[src/lsm_cfg.svh]
/*
  Offsets, field positions, reset values and timing counts of the
  supply monitor control block.
  Assumes a 40 MHz system clock and a 32-bit AXI4-Lite register bus.
*/
`ifndef LSM_CFG_SVH
`define LSM_CFG_SVH

// ************************************************************
// register byte offsets
// ************************************************************
`define LSM_OFF_CTRL 8'h00
`define LSM_OFF_STATE 8'h04
`define LSM_OFF_IRQ_STATUS 8'h08
`define LSM_OFF_IRQ_CLEAR 8'h0C
`define LSM_OFF_IRQ_ENABLE 8'h10

// ************************************************************
// control register fields and reset values
// ************************************************************
`define LSM_CTRL_FLAG_BIT 0
`define LSM_CTRL_SRC_BIT 2
`define LSM_CTRL_THR_LSB 3
`define LSM_CTRL_THR_MSB 7
`define LSM_THR_RESET 5'h00
`define LSM_SRC_RESET 1'b0

// ************************************************************
// interrupt bits, responses and timing
// ************************************************************
`define LSM_IRQ_SETTLED 0
`define LSM_IRQ_REFUSED 1
`define LSM_IRQ_RESET 2'h0
`define LSM_RESP_OKAY 2'h0
`define LSM_RESP_SLVERR 2'h2
`define LSM_CLK_PERIOD_NS 25
`define LSM_SETTLE_TIME_NS 10000
`define LSM_SETTLE_CYCLES \
  ((`LSM_SETTLE_TIME_NS + `LSM_CLK_PERIOD_NS - 1) / `LSM_CLK_PERIOD_NS)

`endif

[src/lsm_pkg.sv]
/*
  State types of the supply monitor control block.
  Assumes nothing beyond a SystemVerilog compiler.
*/
package lsm_pkg;

  // monitor power sequence, one-hot
  typedef enum logic [2:0] {
    MON_OFF = 3'b001,
    MON_SETTLE = 3'b010,
    MON_ON = 3'b100
  } mon_state_t;

  typedef struct packed {
    logic s1;
    logic s2;
    logic s3;
    logic q;
  } sync_state_t;

  typedef struct packed {
    logic loaded;
    logic value;
    logic refused;
  } fuse_state_t;

  typedef struct packed {
    mon_state_t mon;
    logic [8:0] settle_cnt;
    logic power_on;
    logic flag;
    logic [4:0] threshold;
    logic source;
    logic [1:0] irq_status;
    logic [1:0] irq_enable;
    logic irq;
    logic awready;
    logic wready;
    logic aw_got;
    logic w_got;
    logic [7:0] aw_addr;
    logic [7:0] w_data;
    logic w_lane0;
    logic bvalid;
    logic [1:0] bresp;
    logic arready;
    logic rvalid;
    logic [1:0] rresp;
    logic [31:0] rdata;
  } ctl_state_t;

endpackage : lsm_pkg

[src/lsm_sync.sv]
/*
  Three-flop synchroniser with agreement filter for one level.
  Assumes the input is asynchronous to sys_clk.
*/
`timescale 1ns/1ps
`default_nettype none

module lsm_sync (
  input wire logic sys_clk,
  input wire logic rst_n,
  input wire logic async_in,
  output logic sync_out
);

  lsm_pkg::sync_state_t state_reg;
  lsm_pkg::sync_state_t state_next;

  // s1 feeds only s2; q moves once s2 and s3 agree
  always_comb begin
    state_next = state_reg;
    state_next.s1 = async_in;
    state_next.s2 = state_reg.s1;
    state_next.s3 = state_reg.s2;
    if (state_reg.s2 == state_reg.s3) begin
      state_next.q = state_reg.s3;
    end
  end

  always_ff @(posedge sys_clk or negedge rst_n) begin
    if (!rst_n) begin
      state_reg <= '0;
    end else begin
      state_reg <= state_next;
    end
  end

  assign sync_out = state_reg.q;
endmodule : lsm_sync

`default_nettype wire

[src/lsm_fuse.sv]
/*
  One-time monitor enable bit of the initialization register.
  Assumes the stored value arrives on a strap level and that the
  programming port is on sys_clk.
*/
`timescale 1ns/1ps
`default_nettype none

module lsm_fuse (
  input wire logic sys_clk,
  input wire logic rst_n,
  input wire logic fuse_strap,
  input wire logic programming_mode,
  input wire logic global_write_protect,
  input wire logic fuse_write,
  input wire logic fuse_write_value,
  output logic fuse_value,
  output logic fuse_refused
);

  lsm_pkg::fuse_state_t state_reg;
  lsm_pkg::fuse_state_t state_next;

  // strap caught once after release; later changes only by programming
  always_comb begin
    state_next = state_reg;
    state_next.refused = 1'b0;
    if (!state_reg.loaded) begin
      state_next.loaded = 1'b1;
      state_next.value = fuse_strap;
    end else if (fuse_write && programming_mode) begin
      if (fuse_write_value) begin
        state_next.value = 1'b1;
      end else if (!global_write_protect) begin
        state_next.value = 1'b0;
      end else begin
        state_next.refused = 1'b1;
      end
    end else if (fuse_write) begin
      // software outside programming mode never changes the bit
      state_next.refused = 1'b1;
    end
  end

  always_ff @(posedge sys_clk or negedge rst_n) begin
    if (!rst_n) begin
      state_reg <= '0;
    end else begin
      state_reg <= state_next;
    end
  end

  assign fuse_value = state_reg.value;
  assign fuse_refused = state_reg.refused;
endmodule : lsm_fuse

`default_nettype wire

[src/low_supply_monitor_control.sv]
/*
  Control and status logic around the supply comparator: threshold
  and source selection, low-supply flag, power sequencing, interrupt
  status and an AXI4-Lite register slave.
  Assumes the analog comparator, reference and sense mux sit outside,
  the comparator output is asynchronous, and low_power_mode,
  programming_mode and the programming port are on sys_clk.
*/
// Implementation choices: register access over AXI4-Lite and the address map.
`timescale 1ns/1ps
`default_nettype none
`include "lsm_cfg.svh"

module low_supply_monitor_control (
  input wire logic sys_clk,
  input wire logic rst_n,
  input wire logic awvalid,
  output logic awready,
  input wire logic [7:0] awaddr,
  input wire logic [2:0] awprot,
  input wire logic wvalid,
  output logic wready,
  input wire logic [31:0] wdata,
  input wire logic [3:0] wstrb,
  output logic bvalid,
  input wire logic bready,
  output logic [1:0] bresp,
  input wire logic arvalid,
  output logic arready,
  input wire logic [7:0] araddr,
  input wire logic [2:0] arprot,
  output logic rvalid,
  input wire logic rready,
  output logic [31:0] rdata,
  output logic [1:0] rresp,
  input wire logic comparator_below_async,
  input wire logic low_power_mode,
  input wire logic programming_mode,
  input wire logic global_write_protect,
  input wire logic fuse_strap,
  input wire logic prog_fuse_write,
  input wire logic prog_fuse_value,
  output logic monitor_enable_fuse,
  output logic monitor_power_on,
  output logic [4:0] threshold_select,
  output logic monitor_source_select,
  output logic irq
);

  // ************************************************************
  // state and helpers
  // ************************************************************
  lsm_pkg::ctl_state_t state_reg;
  lsm_pkg::ctl_state_t state_next;
  logic cmp_below;
  logic fuse_refused;
  logic monitor_wanted;
  logic wr_fire;
  logic rd_fire;
  logic settle_done;
  logic [7:0] wr_word;
  logic [7:0] rd_word;
  logic [1:0] irq_events;

  localparam logic [8:0] SETTLE_LAST = 9'(`LSM_SETTLE_CYCLES - 1);

  // ************************************************************
  // submodules
  // ************************************************************
  lsm_sync cmp_sync (
    .sys_clk(sys_clk),
    .rst_n(rst_n),
    .async_in(comparator_below_async),
    .sync_out(cmp_below)
  );

  lsm_fuse enable_fuse (
    .sys_clk(sys_clk),
    .rst_n(rst_n),
    .fuse_strap(fuse_strap),
    .programming_mode(programming_mode),
    .global_write_protect(global_write_protect),
    .fuse_write(prog_fuse_write),
    .fuse_write_value(prog_fuse_value),
    .fuse_value(monitor_enable_fuse),
    .fuse_refused(fuse_refused)
  );

  // handshake terms of the current state
  assign wr_fire = state_reg.aw_got && state_reg.w_got && !state_reg.bvalid;
  assign rd_fire = arvalid && state_reg.arready;
  assign wr_word = {state_reg.aw_addr[7:2], 2'h0};
  assign rd_word = {araddr[7:2], 2'h0};
  // low power wins over the fuse: circuit never runs in halt or idle
  assign monitor_wanted = monitor_enable_fuse && !low_power_mode;
  assign settle_done = (state_reg.mon == lsm_pkg::MON_SETTLE) &&
                       monitor_wanted && (state_reg.settle_cnt == SETTLE_LAST);
  // flag changes are deliberately not an interrupt source
  assign irq_events = {fuse_refused, settle_done};

  // ************************************************************
  // next-state logic
  // ************************************************************
  always_comb begin
    state_next = state_reg;
    state_next.power_on = monitor_wanted;

    // power sequence: off, settle for the stabilising time, on
    case (state_reg.mon)
      lsm_pkg::MON_OFF: begin
        state_next.settle_cnt = 9'h000;
        if (monitor_wanted) begin
          state_next.mon = lsm_pkg::MON_SETTLE;
        end
      end
      lsm_pkg::MON_SETTLE: begin
        if (!monitor_wanted) begin
          state_next.mon = lsm_pkg::MON_OFF;
        end else if (settle_done) begin
          state_next.mon = lsm_pkg::MON_ON;
        end else begin
          state_next.settle_cnt = state_reg.settle_cnt + 9'h001;
        end
      end
      lsm_pkg::MON_ON: begin
        // flag follows the comparator: set below, clear once above
        state_next.flag = cmp_below;
        if (!monitor_wanted) begin
          state_next.mon = lsm_pkg::MON_OFF;
        end
      end
      default: begin
        state_next.mon = lsm_pkg::MON_OFF;
      end
    endcase

    // write address and data channels taken in either order
    if (awvalid && state_reg.awready) begin
      state_next.awready = 1'b0;
      state_next.aw_got = 1'b1;
      state_next.aw_addr = awaddr;
    end
    if (wvalid && state_reg.wready) begin
      state_next.wready = 1'b0;
      state_next.w_got = 1'b1;
      state_next.w_data = wdata[7:0];
      state_next.w_lane0 = wstrb[0];
    end

    // sticky status: a new event beats a clear in the same cycle
    state_next.irq_status = state_reg.irq_status | irq_events;

    if (wr_fire) begin
      state_next.aw_got = 1'b0;
      state_next.w_got = 1'b0;
      state_next.bvalid = 1'b1;
      state_next.bresp = `LSM_RESP_OKAY;
      case (wr_word)
        `LSM_OFF_CTRL: begin
          // flag bit is ignored on write; threshold may move live
          if (state_reg.w_lane0) begin
            state_next.threshold =
              state_reg.w_data[`LSM_CTRL_THR_MSB:`LSM_CTRL_THR_LSB];
            state_next.source = state_reg.w_data[`LSM_CTRL_SRC_BIT];
          end
        end
        `LSM_OFF_STATE: begin
          state_next.bresp = `LSM_RESP_OKAY;
        end
        `LSM_OFF_IRQ_STATUS: begin
          state_next.bresp = `LSM_RESP_OKAY;
        end
        `LSM_OFF_IRQ_CLEAR: begin
          if (state_reg.w_lane0) begin
            state_next.irq_status =
              (state_reg.irq_status & ~state_reg.w_data[1:0]) | irq_events;
          end
        end
        `LSM_OFF_IRQ_ENABLE: begin
          if (state_reg.w_lane0) begin
            state_next.irq_enable = state_reg.w_data[1:0];
          end
        end
        default: begin
          state_next.bresp = `LSM_RESP_SLVERR;
        end
      endcase
    end
    if (state_reg.bvalid && bready) begin
      state_next.bvalid = 1'b0;
      state_next.awready = 1'b1;
      state_next.wready = 1'b1;
    end

    // read channel: one read under way at a time
    if (rd_fire) begin
      state_next.arready = 1'b0;
      state_next.rvalid = 1'b1;
      state_next.rresp = `LSM_RESP_OKAY;
      state_next.rdata = 32'h0000_0000;
      case (rd_word)
        `LSM_OFF_CTRL: begin
          // bit 1 unused reads zero
          state_next.rdata[`LSM_CTRL_THR_MSB:`LSM_CTRL_THR_LSB] =
            state_reg.threshold;
          state_next.rdata[`LSM_CTRL_SRC_BIT] = state_reg.source;
          state_next.rdata[`LSM_CTRL_FLAG_BIT] = state_reg.flag;
        end
        `LSM_OFF_STATE: begin
          state_next.rdata[2:0] = {state_reg.mon == lsm_pkg::MON_ON,
                                   state_reg.power_on, monitor_enable_fuse};
        end
        `LSM_OFF_IRQ_STATUS: begin
          state_next.rdata[1:0] = state_reg.irq_status;
        end
        `LSM_OFF_IRQ_CLEAR: begin
          state_next.rdata = 32'h0000_0000;
        end
        `LSM_OFF_IRQ_ENABLE: begin
          state_next.rdata[1:0] = state_reg.irq_enable;
        end
        default: begin
          state_next.rresp = `LSM_RESP_SLVERR;
        end
      endcase
    end
    if (state_reg.rvalid && rready) begin
      state_next.rvalid = 1'b0;
      state_next.arready = 1'b1;
    end

    // level interrupt from enabled sticky bits
    state_next.irq = |(state_next.irq_status & state_reg.irq_enable);
  end

  // ************************************************************
  // state register
  // ************************************************************
  always_ff @(posedge sys_clk or negedge rst_n) begin
    if (!rst_n) begin
      state_reg <= '0;
      state_reg.mon <= lsm_pkg::MON_OFF;
      state_reg.threshold <= `LSM_THR_RESET;
      state_reg.source <= `LSM_SRC_RESET;
      state_reg.irq_status <= `LSM_IRQ_RESET;
      state_reg.irq_enable <= `LSM_IRQ_RESET;
      state_reg.awready <= 1'b1;
      state_reg.wready <= 1'b1;
      state_reg.arready <= 1'b1;
    end else begin
      state_reg <= state_next;
    end
  end

  // ************************************************************
  // outputs, all straight from flops
  // ************************************************************
  assign awready = state_reg.awready;
  assign wready = state_reg.wready;
  assign bvalid = state_reg.bvalid;
  assign bresp = state_reg.bresp;
  assign arready = state_reg.arready;
  assign rvalid = state_reg.rvalid;
  assign rdata = state_reg.rdata;
  assign rresp = state_reg.rresp;
  assign monitor_power_on = state_reg.power_on;
  // code drives the reference ladder as is: zero is the lowest step
  assign threshold_select = state_reg.threshold;
  assign monitor_source_select = state_reg.source;
  assign irq = state_reg.irq;
endmodule : low_supply_monitor_control

`default_nettype wire

[config.mk]
export PLATFORM = sky130hd
export DESIGN_NAME = low_supply_monitor_control
export DESIGN_NICKNAME = d
export VERILOG_FILES = /design/src/lsm_pkg.sv /design/src/lsm_sync.sv /design/src/lsm_fuse.sv /design/src/low_supply_monitor_control.sv
export VERILOG_INCLUDE_DIRS = /design/src
export SDC_FILE = /design/constraint.sdc
export NUM_CORES = 1
export LEC_CHECK = 0
export BUFFER_PORTS_ARGS = -buffer_cell sky130_fd_sc_hd__buf_2
export CELL_PAD_IN_SITES_DETAIL_PLACEMENT = 0
export CELL_PAD_IN_SITES_GLOBAL_PLACEMENT = 1
export CORE_ASPECT_RATIO = 0.7
export CORE_UTILIZATION = 33
export DETAILED_ROUTE_END_ITERATION = 8
export PLACE_DENSITY = 0.86
export SKIP_LAST_GASP = 1
export SYNTH_ARGS = -nofsm -noshare
export SYNTH_HDL_FRONTEND = slang
export SYNTH_SLANG_ARGS = --single-unit
[constraint.sdc]
create_clock -name sys_clk -period 1.95 [get_ports sys_clk]
set_input_delay 0.195 -clock sys_clk [delete_from_list [all_inputs] [get_ports sys_clk]]
set_output_delay 0.195 -clock sys_clk [all_outputs]
set_load 0.05 [all_outputs]
# == After elaboration in Yosys (flattened, before gate mapping) ==
# Cells that the tools add are included.
# word_totals
reg_bits,68
input_bits,72
wordCells,123
# classes
add_sub_neg,1
n_eq_ne,20
mux,38
bitwise,5
reduce_logical,30
# ops
cell,n
$mux W36,1
$eq A6 B2 Y1 const B,4
$mux W2,9
$mux W9,2
$pmux W9 S2,1
$logic_not A8 Y1,2
$mux W3,5
$mux W1,14
$reduce_bool A2 Y1,7
$eq A6 B1 Y1 const B,2
$eq A6 B3 Y1 const B,2
$reduce_and A3 Y1,4
$logic_and A1 B1 Y1,11
$ne A2 B2 Y1 const B,5
$reduce_or A5 Y1,2
$add A9 B1 Y9 const B,1
$eq A9 B9 Y1 const B,1
$pmux W3 S3,1
$ne A3 B3 Y1 const B,2
$mux W5,1
$and A2 B2 Y2,2
$mux W4,1
$or A2 B2 Y2,2
$pmux W1 S4,1
other kinds (10),11

# == Longest topological paths before layout ==
# Gate-level depths: netlist (run 1).
# depth
ltp_word,10
mapped_depth,7
depth_no_buf,5

# == Cells and area by module ==
# A second synthesis (run 1) with hierarchy kept.
# hier_totals
hier_cells,276
area_unflattened_um2,3084.2
# by_module_without_submodules
mod,n_inst,cells_each,area_each_um2
low_supply_monitor_control,1,259,2839.0
lsm_fuse,1,12,133.9
lsm_sync,1,5,111.4

# == Worst setup path before layout (run 1) ==
# OpenSTA, ideal clock, no wires.
# synth_timing
path_type,register -> register
start,"register enable_fuse.state_reg, in the netlist enable_fuse.fuse_value"
end,register state_reg[80] (netlist bit)
arrival_ns,2.112
required_ns,1.872
path_slack_ns,-0.240
stages_incl_launch_ff,6
path_buffers,1
cell_sequence,dfrtp_1 > or4b_1 > a211o_1 > buf_6 > or4_1 > a21oi_1
# synth_via
elab_chain_len,5
elab_cells_between_ends,6
classes_between,2 x eq/ne; 4 x reduce/logical
# synth_rtl
item,line,source
"start, declared",lsm_fuse.sv:21,lsm_pkg::fuse_state_t state_reg;
"start signal, assigned",lsm_fuse.sv:49,state_reg <= state_next;
$logic_and A1 B1 Y1 *,low_supply_monitor_control.sv:95,assign monitor_wanted = monitor_enable_fuse && !low_power_mode;
$logic_and A1 B1 Y1,low_supply_monitor_control.sv:96,assign settle_done = (state_reg.mon == lsm_pkg::MON_SETTLE) &&
$logic_and A1 B1 Y1,low_supply_monitor_control.sv:97,monitor_wanted && (state_reg.settle_cnt == SETTLE_LAST);
$ne A2 B2 Y1 (no line),n/a,
$reduce_and A3 Y1 (no line) *,n/a,
"end signal, assigned",low_supply_monitor_control.sv:251,state_reg <= state_next;
"end, declared",low_supply_monitor_control.sv:53,lsm_pkg::ctl_state_t state_reg;
# Every way passes the cells marked *; elsewhere a longest branch is shown, timed or not.
# A chain may end at the register's enable or synchronous reset.

# == Worst setup path in the final report (run 1) ==
# layout_timing
start,register state_reg[82] (netlist bit)
end,register state_reg[78] (netlist bit)
# layout_via
elab_chain_len,5
elab_cells_between_ends,9
classes_between,4 x eq/ne; 1 x mux; 4 x reduce/logical
# layout_rtl
item,line
$eq A3 B2 Y1,"low_supply_monitor_control.sv:96, low_supply_monitor_control.sv:109"
$logic_and A1 B1 Y1,low_supply_monitor_control.sv:96
$logic_and A1 B1 Y1,low_supply_monitor_control.sv:97
$ne A2 B2 Y1 (no line),n/a
$reduce_and A3 Y1 (no line),n/a
# Parallel ways exist; a longest one is shown, timed or not.

==> results of run 1 <==
==> power by group through the flow <==
| stage | clock network [mW] | registers (mW) | logic, mW |
|---|---|---|---|
| 2_1_floorplan | 0 | 1.99 | 0.908 |
| 3_3_place_gp | 0 | 1.91 | 1.18 |
| 3_5_place_dp | 0 | 1.92 | 1.21 |
| 4_1_cts | 1.55 | 1.90 | 1.22 |
| 5_1_grt | 1.63 | 1.94 | 1.33 |
| 6_report | 1.52 | 1.90 | 1.22 |
==> Yosys cell counts (3+ instances only) <==
library cell  count  share of area, %
o31ai_1           5               1.2
inv_1             9               1.1
or3_1             5               1.0
or4_1             5               1.2
nand2_1          24               3.0
a21oi_1          11               1.8
dfstp_2           4               3.5
o211ai_1          3              0.75
clkbuf_1          7              0.87
dfrtp_1          60                50
a22o_1            6               1.7
nand3_1          10               1.7
nor2_1            7              0.87
nor3_1            3              0.50
buf_4            41                10
o21ai_0          12               2.0
mux2_2           24               9.0
==> per-stage QoR <==
step                      util, %  TNS (ns)
final                       42.63         0
after global routing        42.63  -0.05252
after CTS                   42.22         0
after detailed placement    38.53   -0.5255
after global placement      38.53   -0.4018
after floorplan                 -   -0.1486
==> critical path, delay by kind of cell (launching register included) <==
kind	cells	cell delay (ns)
flip-flops	1	0.36
AND/OR/NAND/NOR	2	1.01
AO/OA/AOI/OAI	2	0.49
==> cell families after synthesis <==
family | after synthesis | share of synthesized area (%)
adders and majority gates | 3 | 1.077
AOI/OAI and AO/OA | 47 | 10.24
and+or+nand+nor | 70 | 12.43
DFF | 64 | 53.21
other | 2 | 0.2487
muxes | 26 | 9.656
buffers and inverters | 58 | 12.56
xor gates and xnor gates | 2 | 0.5803
==> worst paths after layout <==
kind                                                   from                               end  slack [ns]  depth (start not counted)
max reg2reg                       state_reg[82]$_DFFE_PN1P_         state_reg[78]$_DFFE_PN0P_        0.02                          4
min in group asynchronous                             rst_n         state_reg[55]$_DFFE_PN0P_        0.40                          2
min reg2reg                cmp_sync.state_next[2]$_DFF_PN0_  cmp_sync.state_next[1]$_DFF_PN0_        0.35                          0
max in group asynchronous                             rst_n               arready$_DFFE_PN1P_        0.86                          3
min                                                  wvalid                wready$_DFFE_PN1P_        0.05                          2
max                               state_reg[82]$_DFFE_PN1P_         state_reg[78]$_DFFE_PN0P_        0.02                          4
==> metal layers <==
layer	part of all wire, %	vias to the layer above	GRT usage (%)
met5	0	-	0
met3	4.6	2	5.609
met2	43	50	20.41
li1	-	1028	-
met1	52	1029	19.35
met4	0.36	0	3.077
==> cell type report <==
| cell class | instances | area [sq um] |
|---|---|---|
| timing repair buffer | 77 | 450.4 |
| fill | 808 | 4965 |
| tap | 120 | 150.1 |
| sequential | 64 | 1608 |
| clock buffer | 13 | 240.2 |
| clock inverter | 3 | 42.54 |
| inverter | 9 | 33.78 |
| multi-input combinational | 176 | 1164 |
==> timing repair <==
item                                    CTS  global route
endpoints found under the setup margin    6             5
cloned                                    0             1
resized for setup                         1             5
pin swaps                                 1             3
endpoints found under the hold margin    25             0
hold buffers                              2             0
buffers inserted                          1             1
==> run metrics, run 1 <==
Die Area about 9500 sq um; Num CTS Buffers 9; status finished clean; most frequent cells in the layout dfrtp_1, buf_2, conb_1, nand2_1, mux2_2; HPWL after DPL roughly 4700 um; final std cells w/o fill around 460; Final nets between 400 and 500; core area just under 9000 sq um; Max Clk Rate 517.4 MHz; crit-path max FO 5; maxcap violations 0; largest stage delay on the critical path approximately 0.53 ns; critical path's slowest cell or4b_4; 1st-iter DRT viols 62; Cells after DPL approximately 440; number of flip-flops in the largest register 34; number of synthesized flops with an enable pin 0; fin worst setup slack about 0.017 ns; Internal between 3 and 4 mW; Total GRT Usage about 14%; DR WL/cell about 13 um; average vias per placed instance 4.565; static leakage roughly 1.8 nW; RSZ-0062 raised after global routing true; CTS Root Cell clkbuf_16; design area 3689 sq um; final slew viol count 0; Crit Path Class flip-flop to flip-flop; worst skew pair latency 0.32 ns; DRT Pass-1 Iters 4; area growth from synthesis to layout 22.17%; clock-pin slew on the worst setup and hold paths approximately 0.05 ns; pin count of the biggest net entering global routing 40; Routed Antenna Nets 0; total wire length ~6200 um; gr ovfl total 0; Seq cells post-synth 64; switching part of the total between 30 and 40%; Seq pwr share 41.0%; Least-Margin Pin Slew roughly 0.65 ns; pre-CTS WS -0.1306 ns; Syn Inst Count approximately 270; Seq/Total Area, Yosys a little over half; number of port buffers 58; antenna cell count 0; Synth warnings 0; CP startpoint kind flip-flop; most common cell after layout, fill and taps aside dfrtp_1; CP required about 2.2 ns; Clock Skew about 0.0053 ns; Die Height 82.03 um; crit-path cells or4b_4 -> a211o_4 -> or4_4 -> a21oi_2; Synth Flop Type dfrtp_1; first-pass GRT wire length roughly 10000 um; overall power roughly 4.6 mW; total number of vias between 2,000 and 2,500; NetSw roughly 1.6 mW; Final Hold Vio Count 0; vias in the first global route around 2,000; num rows 28; Critical Path AT between 2 and 2.5 ns; post-synthesis cell type count 42; hold_ws just under 0.05 ns; critical path capture point type flip-flop; # setup viols final 0; Post-Syn Area per Cell 11.10 sq um; Power per Cell Area approximately 1300 nW/um^2; Final Cycle Share between 90% and 100%; DRC 0; Max VDD drop 0.7411 mV; Combinational Power Share between 20% and 30%; Ports 122; routability cong. 0.7748; TritonCTS clock tree done; Sink Count 64; headroom to the max-slew limit 56.21%; post-synthesis async set-or-reset flop share 100.0%; hold crit path type primary input to flip-flop; H-tree Lvls 3; placed inst area ~3300 sq um; layout cells sized above 1 ~36%; Initial Util between 30% and 40%; Max Root-Sink Buffers 2; die span in x ~120 um; Post-Syn Area around 3000 sq um; minimum clock period between 1.5 and 2 ns; Clk pwr share approximately 33%; initial antenna violation count 0
(Power assumes the default switching activity.)
==> inputs of run 2 (changes only) <==
--- a/config.mk
+++ b/config.mk
@@ -6,6 +6,7 @@
 export SDC_FILE = /design/constraint.sdc
 export NUM_CORES = 1
 export LEC_CHECK = 0
+export ABC_CLOCK_PERIOD_IN_PS = 1950
 export BUFFER_PORTS_ARGS = -buffer_cell sky130_fd_sc_hd__buf_2
 export CELL_PAD_IN_SITES_DETAIL_PLACEMENT = 0
 export CELL_PAD_IN_SITES_GLOBAL_PLACEMENT = 1
@@ -13,6 +14,7 @@
 export CORE_UTILIZATION = 33
 export DETAILED_ROUTE_END_ITERATION = 8
 export PLACE_DENSITY = 0.86
+export REMOVE_ABC_BUFFERS = 1
 export SKIP_LAST_GASP = 1
 export SYNTH_ARGS = -nofsm -noshare
 export SYNTH_HDL_FRONTEND = slang
==> run 2 against run 1 <==
- total power decreased by 3.1%
- worst setup slack improved by 0.035 ns
- sequential power is essentially flat
- highest routed layer unchanged
- routed wire length shrank 1.0%
- non-clock buffer count is 1 lower
- first-iteration DRC count is 95% higher
- clock power down 9%
- via count is 0.28% higher
- core utilization fell by 0.39 points
- sequential share of layout area is 0.37 points higher
==> run metrics, run 2 (synthesized netlist as in run 1, its figures left out) <==
pre-CTS WS -0.09665 ns (was -0.1306 ns); hold crit path type primary input to flip-flop (unchanged); critical path capture point type flip-flop (unchanged); Max Root-Sink Buffers 2 (unchanged); DRT Pass-1 Iters 4 (unchanged); FF+latch area 1607 sq um (was 1608 sq um); minimum clock period 1.898 ns (was 1.933 ns); antenna cell count 0 (unchanged); first-pass GRT wire length 9556 um (was 9901 um); filler instances 842 (was 808); maxcap violations 0 (unchanged); layout cells sized above 1 35.99% (was 36.26%); core area 8653 sq um (unchanged); TritonCTS clock tree done (unchanged); final slew viol count 0 (unchanged); RSZ-0062 raised after global routing true (unchanged); area of the multi-input gates 1166 sq um (was 1164 sq um); largest stage delay on the critical path 0.55 ns (was 0.53 ns); Die Area 9542 sq um (unchanged); Hold Crit Depth 2 (unchanged); area growth from synthesis to layout 21.05% (was 22.17%); vias in the first global route 1,880 (was 2,023); Total GRT Usage 13.64% (was 13.98%); DR WL/cell 13.34 um (was 13.39 um); Die Height 82.03 um (unchanged); most common cell after layout, fill and taps aside dfrtp_1 (unchanged); status finished clean (unchanged); most frequent cells in the layout dfrtp_1, buf_2, conb_1, nand2_1, mux2_2 (unchanged); Ports 122 (unchanged); worst skew pair latency 0.33 ns (was 0.32 ns); Cells after DPL 440 (was 441); H-tree Lvls 3 (unchanged); Power per Cell Area 1231 nW/um^2 (was 1259 nW/um^2); HPWL after DPL 4278 um (was 4702 um); Buf/Inv on CP 1 (was 0); 1st-iter DRT viols 121 (was 62); Routed Antenna Nets 0 (unchanged); number of port buffers 58 (unchanged); Max Clk Rate 526.8 MHz (was 517.4 MHz); Clock Skew 0.005491 ns (was 0.005287 ns); routability cong. 0.7713 (was 0.7748); Initial Util 34.89% (unchanged); Final Cycle Share 97.34% (was 99.12%); crit-path max FO 5 (unchanged); overall power 4.498 mW (was 4.642 mW); Final nets 409 (was 410); Levels on crit path 5 (was 4); initial antenna violation count 0 (unchanged); final std cells w/o fill 459 (was 462); CTS Root Cell clkbuf_16 (unchanged); num rows 28 (unchanged); static leakage 1.739 nW (was 1.752 nW); number of flip-flops in the largest register 34 (unchanged); Final Hold Vio Count 0 (unchanged); Sink Count 64 (unchanged); r2r worst-path depth 5 (was 4); Max VDD drop 0.5285 mV (was 0.7411 mV); CP startpoint kind flip-flop (unchanged); pin count of the biggest net entering global routing 65 (was 40); Least-Margin Pin Slew 0.7284 ns (was 0.6477 ns); Critical Path AT 2.16 ns (was 2.18 ns); crit-path cells or4b_4 -> a211o_4 -> buf_4 -> or3_1 -> a21oi_2 (was or4b_4 -> a211o_4 -> or4_4 -> a21oi_2); headroom to the max-slew limit 50.76% (was 56.21%); total wire length 6121 um (was 6184 um); gr ovfl total 0 (unchanged); clock-pin slew on the worst setup and hold paths 0.05 ns (about the same); # setup viols final 0 (unchanged); DRC 0 (unchanged); critical path's slowest cell or4b_4 (unchanged); total number of vias 2,115 (was 2,109); Num CTS Buffers 9 (unchanged); CP top delay family simple AND/OR/NAND/NOR gates (unchanged); fin worst setup slack 0.05188 ns (was 0.01710 ns); Crit Path Class flip-flop to flip-flop (unchanged); average vias per placed instance 4.608 (was 4.565); die span in x 116.3 um (unchanged); CP required 2.21 ns (was 2.20 ns); Final TNS setup 0 ns (unchanged)
==> run 2: changes by cell type in the layout (fill, tap and decap cells not counted) <==
cell,change
clkbuf_1,-1
and4_4,+1
a21oi_2,+1
or4_1,+1
clkbuf_8,+1
and4_1,-1
dfrtp_1,+1
a21oi_1,-1
buf_4,-1
dfrtp_2,-1
clkinvlp_4,-1
or4_4,-1
bufinv_16,-1
==> run 2: power by group <==
| part | internal [mW] | total (mW) | switching [mW] |
|---|---|---|---|
| clock network | 0.876 | 1.39 | 0.517 |
| logic | 0.416 | 1.22 | 0.802 |
| registers | 1.66 | 1.89 | 0.223 |
==> run 2: metrics by stage <==
step                      instance area [sq um]  hold slack, ns  utilization, %
after floorplan                            2768         -0.1006               -
after global placement                     3326          0.2284           38.43
after detailed placement                   3326          0.2373           38.43
after CTS                                  3631         0.02594           41.96
after global routing                       3655         0.05270           42.24
final                                      3655         0.03775           42.24
==> run 2: cell type report <==
class | count | area share (%)
clock inverters | 1 | 0.1369
repair buffers | 76 | 12.12
clock buffers | 13 | 6.847
inverters | 9 | 0.9243
multi-input cells | 176 | 31.91
flip-flops and latches | 64 | 43.96
well taps | 120 | 4.108
==> run 2: final timing paths <==
check | from | to | slack [ns]
max | state_reg[82]$_DFFE_PN1P_ | state_reg[76]$_DFFE_PN0P_ | 0.05
min | arvalid | arready$_DFFE_PN1P_ | 0.04
max reg2reg | state_reg[82]$_DFFE_PN1P_ | state_reg[76]$_DFFE_PN0P_ | 0.05
min reg2reg | cmp_sync.state_next[2]$_DFF_PN0_ | cmp_sync.state_next[1]$_DFF_PN0_ | 0.36
max in group asynchronous | rst_n | arready$_DFFE_PN1P_ | 1.23
min in group asynchronous | rst_n | state_reg[53]$_DFFE_PN0P_ | 0.42
==> run 2: metal layers <==
| metal | up-vias | track usage [%] | wire, um |
|---|---|---|---|
| met1 | 1001 | 19.87 | 3046 |
| met4 | 0 | 4.615 | 102 |
| met2 | 74 | 17.63 | 2552 |
| li1 | 1027 | - | - |
| met5 | - | 0 | 0 |
| met3 | 13 | 5.756 | 421 |
==> run 2: timing repair <==
item / CTS / global route
pin swaps: 7 / 4
endpoints found under the setup margin: 4 / 9
cloned: 1 / 0
gates resized for setup: 2 / 5
hold buffers: 2 / 0
setup buffers: 1 / 1
endpoints found under the hold margin: 61 / 0
